==> config.mk <==
export PLATFORM = sky130hd
export DESIGN_NAME = cci_ctrl
export DESIGN_NICKNAME = d
export VERILOG_FILES = /design/src/cci_pkg.sv /design/src/cci_ext_map.sv /design/src/cci_ctrl.sv
export SDC_FILE = /design/constraint.sdc
export NUM_CORES = 1
export LEC_CHECK = 0
export ABC_AREA = 1
export BUFFER_PORTS_ARGS = -buffer_cell sky130_fd_sc_hd__buf_2
export CORE_MARGIN = 2
export CORE_UTILIZATION = 48
export CTS_CLUSTER_SIZE = 28
export DETAILED_ROUTE_END_ITERATION = 10
export GPL_TIMING_DRIVEN = 0
export PLACE_DENSITY = 0.83
export SLEW_MARGIN = 20
export SYNTH_ARGS = -nofsm -noshare
export SYNTH_HDL_FRONTEND = slang
export SYNTH_HIERARCHICAL = 1
export SYNTH_SLANG_ARGS = --single-unit
==> constraint.sdc <==
create_clock -name mclk -period 1.7 [get_ports mclk]
set_input_delay 0.34 -clock mclk [delete_from_list [all_inputs] [get_ports mclk]]
set_output_delay 0.34 -clock mclk [all_outputs]
set_load 0.01 [all_outputs]
==> src/cci_pkg.sv <==
/*
 cpu control instruction decoder constants: opcode classes, standby codes,
 timing counts. assumes a fetch unit that presents pre-decoded instruction classes.
*/
package cci_pkg;
    localparam int CLK_MHZ            = 20;
    localparam int IDLE_CLOCKS        = 2;
    localparam logic [7:0] STBY_STOP  = 8'h02;
    localparam logic [7:0] STBY_RST   = 8'h00;
    localparam logic [1:0] BANK_RST   = 2'h0;
    localparam logic       IE_RST     = 1'b0;
    localparam int BANK_LO_POS        = 0;
    localparam int BANK_HI_POS        = 1;
    localparam int EXT_FORMS          = 15;
    localparam int ADDR_W             = 16;
    typedef enum logic [4:0] {
        CCI_OP_NONE, CCI_OP_STBY, CCI_OP_BANK, CCI_OP_IDLE, CCI_OP_EI, CCI_OP_DI,
        CCI_OP_MULSGN, CCI_OP_LD_HLI, CCI_OP_ST_HLI, CCI_OP_LD_DE, CCI_OP_ST_DE,
        CCI_OP_LD_DEI, CCI_OP_ST_DEI, CCI_OP_LD_ABS, CCI_OP_ST_ABS, CCI_OP_XCH_HL,
        CCI_OP_XCH_DE, CCI_OP_XCH_IDX, CCI_OP_ALU_DE, CCI_OP_ALU_IDX, CCI_OP_CALL_RP
    } cci_op_t;
    typedef enum logic [3:0] {
        CCI_X_NONE, CCI_X_MULSGN, CCI_X_LD_HLI, CCI_X_ST_HLI, CCI_X_LD_DE,
        CCI_X_ST_DE, CCI_X_LD_DEI, CCI_X_ST_DEI, CCI_X_LD_ABS, CCI_X_ST_ABS,
        CCI_X_XCH_HL, CCI_X_XCH_DE, CCI_X_XCH_IDX, CCI_X_ALU_DE, CCI_X_ALU_IDX,
        CCI_X_CALL_RP
    } cci_ext_t;
endpackage : cci_pkg

==> src/cci_ext_map.sv <==
/*
 maps a fetched op class to the extended form code handed to the datapath.
 assumes the op class is stable while op_valid is high.
*/
`timescale 1ns/1ps
module cci_ext_map (
    input  wire cci_pkg::cci_op_t  op,
    output cci_pkg::cci_ext_t      ext
);
    always_comb begin
        unique case (op)
            cci_pkg::CCI_OP_MULSGN:  ext = cci_pkg::CCI_X_MULSGN;
            cci_pkg::CCI_OP_LD_HLI:  ext = cci_pkg::CCI_X_LD_HLI;
            cci_pkg::CCI_OP_ST_HLI:  ext = cci_pkg::CCI_X_ST_HLI;
            cci_pkg::CCI_OP_LD_DE:   ext = cci_pkg::CCI_X_LD_DE;
            cci_pkg::CCI_OP_ST_DE:   ext = cci_pkg::CCI_X_ST_DE;
            cci_pkg::CCI_OP_LD_DEI:  ext = cci_pkg::CCI_X_LD_DEI;
            cci_pkg::CCI_OP_ST_DEI:  ext = cci_pkg::CCI_X_ST_DEI;
            cci_pkg::CCI_OP_LD_ABS:  ext = cci_pkg::CCI_X_LD_ABS;
            cci_pkg::CCI_OP_ST_ABS:  ext = cci_pkg::CCI_X_ST_ABS;
            cci_pkg::CCI_OP_XCH_HL:  ext = cci_pkg::CCI_X_XCH_HL;
            cci_pkg::CCI_OP_XCH_DE:  ext = cci_pkg::CCI_X_XCH_DE;
            cci_pkg::CCI_OP_XCH_IDX: ext = cci_pkg::CCI_X_XCH_IDX;
            cci_pkg::CCI_OP_ALU_DE:  ext = cci_pkg::CCI_X_ALU_DE;
            cci_pkg::CCI_OP_ALU_IDX: ext = cci_pkg::CCI_X_ALU_IDX;
            cci_pkg::CCI_OP_CALL_RP: ext = cci_pkg::CCI_X_CALL_RP;
            default:                 ext = cci_pkg::CCI_X_NONE;
        endcase
    end
endmodule : cci_ext_map

==> src/cci_ctrl.sv <==
/*
 cpu control instruction executor: standby load, bank select, idle, irq enable
 and disable, and hand-off of the extended forms to the datapath.
 assumes fetch holds op/imm/addr until op_ready; one clock, synchronous reset.
*/
// Summary of operation
// - a dedicated op copies any 8-bit immediate into the standby control register, flags kept.
// - loading 02H into the standby control register raises the stop standby mode.
// - bank select writes its 2-bit operand to the bank bits for all later instructions.
// - the idle instruction takes exactly two clocks and changes nothing.
// - the enable instruction sets the global irq enable flag; each source keeps its own mask.
// - the disable instruction clears the flag; macro service requests still pass.
// - fifteen extended forms are recognised and handed to the datapath.
// - absolute operands of the extended moves carry a full 16-bit address.
`timescale 1ns/1ps
module cci_ctrl (
    input  wire logic                  mclk,
    input  wire logic                  rst,
    input  wire logic                  op_valid,
    input  wire cci_pkg::cci_op_t      op,
    input  wire logic [7:0]            imm,
    input  wire logic [15:0]           abs_addr,
    input  wire logic                  irq_req,
    input  wire logic                  irq_src_enabled,
    input  wire logic                  macro_req,
    output logic                       op_ready,
    output logic [7:0]                 standby_control_reg,
    output logic                       stop_mode,
    output logic                       bank_select_high_bit,
    output logic                       bank_select_low_bit,
    output logic                       global_irq_enable_flag,
    output logic                       irq_accept,
    output logic                       macro_accept,
    output logic                       ext_valid,
    output cci_pkg::cci_ext_t          ext_form,
    output logic [15:0]                ext_addr,
    output logic                       flags_we
);
    typedef struct packed {
        logic [7:0]          stby;
        logic [1:0]          bank;
        logic                ie;
        logic                idle_busy;
        logic                ext_v;
        cci_pkg::cci_ext_t   ext_f;
        logic [15:0]         ext_a;
        logic                irq_acc;
        logic                mac_acc;
        logic                stop;
    } cci_state_t;

    cci_state_t        st;
    cci_state_t        next_st;
    cci_pkg::cci_ext_t ext_code;
    logic              take;
    logic              ext_take;

    cci_ext_map u_map (
        .op  (op),
        .ext (ext_code)
    );

    // idle holds fetch off for its first clock
    assign op_ready = !(op_valid && op == cci_pkg::CCI_OP_IDLE && !st.idle_busy);
    assign take     = op_valid && op_ready;
    assign ext_take = take && (ext_code != cci_pkg::CCI_X_NONE);

    always_comb begin
        next_st         = st;
        next_st.ext_v   = 1'b0;
        next_st.irq_acc = irq_req && irq_src_enabled && st.ie;
        next_st.mac_acc = macro_req;
        next_st.idle_busy = 1'b0;
        if (op_valid && op == cci_pkg::CCI_OP_IDLE && !st.idle_busy) begin
            next_st.idle_busy = 1'b1;
        end
        if (take) begin
            unique case (op)
                cci_pkg::CCI_OP_STBY: next_st.stby = imm;
                cci_pkg::CCI_OP_BANK: next_st.bank = imm[1:0];
                cci_pkg::CCI_OP_EI:   next_st.ie   = 1'b1;
                cci_pkg::CCI_OP_DI:   next_st.ie   = 1'b0;
                cci_pkg::CCI_OP_IDLE,
                cci_pkg::CCI_OP_NONE: ;
                default: begin
                    // the fifteen extended forms and undefined class codes land here; only the extended forms start the datapath
                    if (ext_code != cci_pkg::CCI_X_NONE) begin
                        next_st.ext_v = 1'b1;
                        next_st.ext_f = ext_code;
                        next_st.ext_a = abs_addr;
                    end
                end
            endcase
        end
        // registered so the mode pin is glitch free
        next_st.stop = (next_st.stby == cci_pkg::STBY_STOP);
    end

    always_ff @(posedge mclk) begin
        if (rst) begin
            st       <= '0;
            st.stby  <= cci_pkg::STBY_RST;
            st.bank  <= cci_pkg::BANK_RST;
            st.ie    <= cci_pkg::IE_RST;
            st.ext_f <= cci_pkg::CCI_X_NONE;
            st.stop  <= (cci_pkg::STBY_RST == cci_pkg::STBY_STOP);
        end else begin
            st <= next_st;
        end
    end

    assign standby_control_reg    = st.stby;
    assign stop_mode              = st.stop;
    assign bank_select_high_bit   = st.bank[cci_pkg::BANK_HI_POS];
    assign bank_select_low_bit    = st.bank[cci_pkg::BANK_LO_POS];
    assign global_irq_enable_flag = st.ie;
    assign irq_accept             = st.irq_acc;
    assign macro_accept           = st.mac_acc;
    assign ext_valid              = st.ext_v;
    assign ext_form               = st.ext_f;
    assign ext_addr               = st.ext_a;
    // none of the control ops touch the flags
    assign flags_we               = 1'b0;
endmodule : cci_ctrl

==> impl_metrics.tcl, run 1 <==
set metrics [dict create \
    finalSetupViolations 0 \
    synth_top_cell_area_share 0.384 \
    tns_ns 0 \
    cp_max_fo 10 \
    rows 22 \
    grt_first_pass_wirelength_um 6180 \
    avgSynthCellArea_um2 7.03 \
    routedWlPerCell_um 9.84 \
    fin_crit_ns 1.55 \
    drt-vias-per-instance 4.61 \
    tritoncts "done" \
    power.density_nw_per_um2 772 \
    cts_hold_buf 0 \
    yosysSeqAreaShare 0.384 \
    final_cell_mix "79 x nand2_1, 68 x buf_2, 36 x dfxtp_1" \
    cts.clk_slew.worst_paths_ns 0.07 \
    ios 72 \
    arrival_ns 1.75 \
    max_slew.worst_pin.slew_ns 0.535 \
    cts_num_sinks 36 \
    fmax_mhz 647 \
    crit_buf_inv 3 \
    fin_hold_ws_ns 0.273 \
    mostFrequentLayoutCell "nand2_1" \
    grt_remaining_overflow 0 \
    fp.dieH_um 66.5 \
    fill_cells 336 \
    required_ns 1.90 \
    p_leak_nw 1.28 \
    synthesis.nets 306 \
    synth_top_area_cell "dfxtp_1" \
    cap_violations 0 \
    die_w_um 66.5 \
    finalMaxSlewViolations 0 \
    yosys.cell_types.count 21 \
    yosys_register_bits 36 \
    antenna_found_initial 0 \
    route.detailed.drc 0 \
    final_util 0.656 \
    drive_above_1_share 0.387 \
    relSlewSlack 0.643 \
    multiInputGateArea_um2 831 \
    syn_inst 267 \
    synth_area_um2 1880 \
    cp_top_family "simple AND/OR/NAND/NOR gates" \
    skew_ns 0.00471 \
    htreeDepth 2 \
    wirelength_um 3860 \
    numCtsBuffers 5 \
    dieArea_um2 4430 \
    slowest_stage "ha_4" \
    initial_core_util 0.505 \
    cts_root_buf "clkbuf_8" \
    cpPeakStageDelay_ns 0.27 \
    grt_max_degree 11 \
    hold_viol 0 \
    status "finished clean" \
    area_growth_pct 29.9 \
    yosysWarnings 6 \
    layout.nets 383 \
    gp_congestion 0.798 \
    crit_top_cell "nand2_1" \
    finalCritPeriodShare 0.909 \
    drt-initial-drc-count 60 \
    ant_nets 0 \
    largest_reg_flops 16 \
    hold_path_class "in -> reg" \
    num_vias 1807 \
    track_usage 0.179 \
    grt_pass1_vias 1515 \
    io_buffers 69 \
    insertion_delay_ns 0.28 \
    antennaDiodeCount 0 \
    critPathCaptureType "flip-flop" \
    crit_chain "buf_2 > inv_1 > ha_4 > nand2_1 > nand3_1 > nand3_2 > nor2_1 > nand2_1 > nand3_2 > buf_4 > nand2_1 > a21oi_1" \
    core_area_um2 3720 \
    startpoint_type "primary input" \
    dr.pass1.iters 4 \
    ff_latch_area_um2 721 \
    clk_path_buf_depth 2 \
    vdd_drop_max_mv 0.455 \
    synthTopCellsByArea "dfxtp_1 38%, nand2_1 16%, buf_4 12%" \
    path_class "in -> reg" \
    dp_hpwl_um 2980 \
]
==> layout make-up <==
class,count,area share
Buffer,37,0.114
Clock buffer,7,0.0395
Inverter,26,0.0400
Multi-Input combinational cell,168,0.341
Sequential cell,36,0.296
Tap cell,48,0.0246
Timing Repair Buffer,70,0.146
==> cell usage after synthesis <==
master / number
nand3_2: 2
nand2_1: 80
buf_4: 29
ha_1: 4
conb_1: 1
o21ai_1: 1
nand2_2: 1
buf_6: 1
nand3_4: 1
nor2_1: 21
buf_2: 4
clkbuf_1: 3
inv_2: 3
a21oi_1: 27
dfxtp_1: 36
nand4_1: 5
nor2_4: 3
o21ai_0: 7
nor2_2: 5
nand3_1: 10
inv_1: 23
==> cell families after synthesis <==
kind of cell | synth area share
simple gates | 0.303
buf+inv | 0.191
flops | 0.384
compound gates | 0.0933
fa+ha+maj | 0.0267
other cells | 0.00200
==> power by group <==
part	total (mW)	internal [mW]	switching [mW]
Sequential	0.898	0.881	0.0176
Clock	0.639	0.361	0.278
Combinational	0.346	0.162	0.184
Total	1.88	1.40	0.479
==> worst min-delay path: cells and delay by family <==
kind | cells | cell delay (ns)
buffers and inverters | 2 | 0.11
AND/OR/NAND/NOR | 1 | 0.07
==> stage by stage <==
| stage | instance area [µm²] | instances | total power, mW | worst slack, ns |
|---|---|---|---|---|
| floorplan | 1880 | 267 | 1.12 | 0.121 |
| finish | 2440 | 392 | 1.88 | 0.154 |
| detailed placement | 2280 | 384 | 1.24 | -0.336 |
| global route | 2440 | 392 | 1.98 | -0.00945 |
| global placement | 2280 | 384 | 1.23 | -0.274 |
| CTS | 2390 | 391 | 1.89 | 0.0484 |
==> routing by layer <==
metal,vias up,part of all wire,global-route usage
met5,-,0,0
li1,957,-,-
met3,4,0.074,0.0507
met2,59,0.47,0.304
met1,787,0.45,0.223
met4,0,0.0054,0.0459
==> worst paths after layout <==
kind | startpoint | to | slack (ns) | cells past startpoint
max | op[1] | ext_addr[14] | 0.15 | 12
min reg2reg | bank_select_high_bit | bank_select_high_bit | 0.44 | 2
max reg2reg | st[24] | stop_mode | 0.55 | 6
min | macro_req | macro_accept | 0.27 | 3
==> repair_timing <==
item                                   4_1_cts  5_1_grt
setup buffers                                0        1
endpoints found under the hold margin        0        0
setup endpoints to repair                   19       20
resized for setup                            5        9
pin swaps                                    0        1
No activity file was read; power rests on OpenSTA's default activity.
==> run 2: changes to the inputs <==
PLACE_DENSITY = 0.79   (was 0.83)
==> run 2 against run 1 <==
Net effect: core utilization unchanged; fmax down 0.42%; hold slack worse by 0.011 ns; worst setup slack worse by 0.0065 ns; sequential power about the same; sequential cell count unchanged; register-to-register slack about the same; via count down 1.7%; largest power group unchanged; highest routed layer unchanged.
==> impl_metrics.tcl, run 2 (synthesis gave the netlist of run 1 again) <==
set metrics [dict create \
    required_ns 1.85 \
    route.detailed.drc 0 \
    r2r-start "st[24]" \
    drt-vias-per-instance 4.52 \
    dr.pass1.iters 4 \
    die_w_um 66.5 \
    layout.nets 384 \
    grt_first_pass_wirelength_um 6180 \
    slowest_stage "ha_1" \
    num_vias 1777 \
    crit_chain "clkbuf_4 > inv_2 > ha_1 > nand2_1 > nand3_1 > nand3_2 > nor2_2 > nand2_2 > nand3_4 > inv_4 > buf_2 > nand2_1 > a21oi_1" \
    skew_ns 0.00169 \
    hold_path_class "in -> reg" \
    ant_nets 0 \
    dieArea_um2 4430 \
    hold_start "rst" \
    cap_violations 0 \
    ios 72 \
    rows 22 \
    p_int_mw 1.33 \
    fmax_mhz 644 \
    clock_power_share 0.305 \
    status "finished clean" \
    finalMaxSlewViolations 0 \
    area_growth_pct 29.9 \
    arrival_ns 1.70 \
    cts_root_buf "clkbuf_8" \
    drive_above_1_share 0.388 \
    fp.dieH_um 66.5 \
    max_slew.worst_pin.slew_ns 0.537 \
    critPathCaptureType "flip-flop" \
    insertion_delay_ns 0.28 \
    final_cell_mix "78 x nand2_1, 69 x buf_2, 36 x dfxtp_1" \
    gp_congestion 0.794 \
    hold_viol 0 \
    tritoncts "done" \
    stdcell_area_um2 2440 \
    antenna_found_initial 0 \
    pwr-share-comb 0.199 \
    tns_ns 0 \
    largest_reg_flops 16 \
    relSlewSlack 0.642 \
    r2r_slack_ns 0.54 \
    cts.clk_slew.worst_paths_ns 0.07 \
    path_class "in -> reg" \
    p_sw_frac 0.267 \
    finalSetupViolations 0 \
    startpoint_type "primary input" \
    place_area_um2 2280 \
    htreeDepth 2 \
    drt-initial-drc-count 76 \
    wirelength_um 3890 \
    grt_pass1_vias 1452 \
    initial_core_util 0.505 \
    seqPwrFrac 0.496 \
    cpPeakStageDelay_ns 0.29 \
    finalCritPeriodShare 0.913 \
    numCtsBuffers 5 \
    dp_hpwl_um 2870 \
    cts_num_sinks 36 \
    switchingPower_mw 0.483 \
    mostFrequentLayoutCell "nand2_1" \
    io_buffers 69 \
    grt_max_degree 11 \
    fin_hold_ws_ns 0.262 \
    fin_crit_ns 1.55 \
    cp-startpoint "op[0]" \
    grt_remaining_overflow 0 \
    antennaDiodeCount 0 \
    routedWlPerCell_um 9.89 \
    clk_path_buf_depth 2 \
    crit_top_cell "nand2_1" \
    power.density_nw_per_um2 744 \
    cts_hold_buf 0 \
    track_usage 0.180 \
    vdd_drop_max_mv 0.417 \
    final_util 0.656 \
    cp_max_fo 7 \
    p_leak_nw 1.28 \
    core_area_um2 3720 \
]
## run 2: metal layers
metal	up-vias	wire (µm)	track usage
li1	954	-	-
met1	764	1800	0.226
met2	53	1750	0.300
met3	6	295	0.0473
met4	0	40	0.0561
met5	-	0	0
## run 2: worst paths after layout
kind | end | depth (start not counted)
max | ext_form[1] | 13
min | ext_addr[0] | 2
max reg2reg | stop_mode | 6
min reg2reg | bank_select_high_bit | 2
## run 2: worst max-delay path: cells and delay by family
| family | cells | cell delay (ns) |
|---|---|---|
| and+or+nand+nor | 7 | 0.60 |
| buffers and inverters | 4 | 0.42 |
| AOI/OAI and AO/OA | 1 | 0.05 |
| adders and majority gates | 1 | 0.29 |
## run 2: per-stage QoR
stage / instances / power, mW / setup slack, ns
final: 393 / 1.81 / 0.148
after global routing: 393 / 1.91 / -0.000564
after CTS: 391 / 1.80 / 0.0395
after detailed placement: 384 / 1.24 / -0.361
after global placement: 384 / 1.24 / -0.271
after floorplan: 267 / 1.12 / 0.121
## run 2: cell type report
type / instances / area [µm²]
plain buffers: 37 / 289
clock buffers: 6 / 72.6
clock inverters: 1 / 5.00
fillers: 333 / 1280
inverters: 26 / 100
multi-input cells: 168 / 831
flip-flops and latches: 36 / 721
well taps: 48 / 60.1
repair buffers: 71 / 360
## run 2: timing repair
action / CTS / global route
endpoints found under the setup margin: 16 / 20
gates cloned: 0 / 1
setup buffers: 0 / 1
resized for setup: 6 / 14
pin swaps: 0 / 5
## run 2: power groups by stage
stage / registers [mW] / logic (mW) / clock network (mW)
floorplan: 0.916 / 0.208 / 0
global placement: 0.916 / 0.320 / 0
detailed placement: 0.917 / 0.324 / 0
CTS: 0.898 / 0.335 / 0.570
global route: 0.902 / 0.407 / 0.598
finish: 0.899 / 0.362 / 0.553
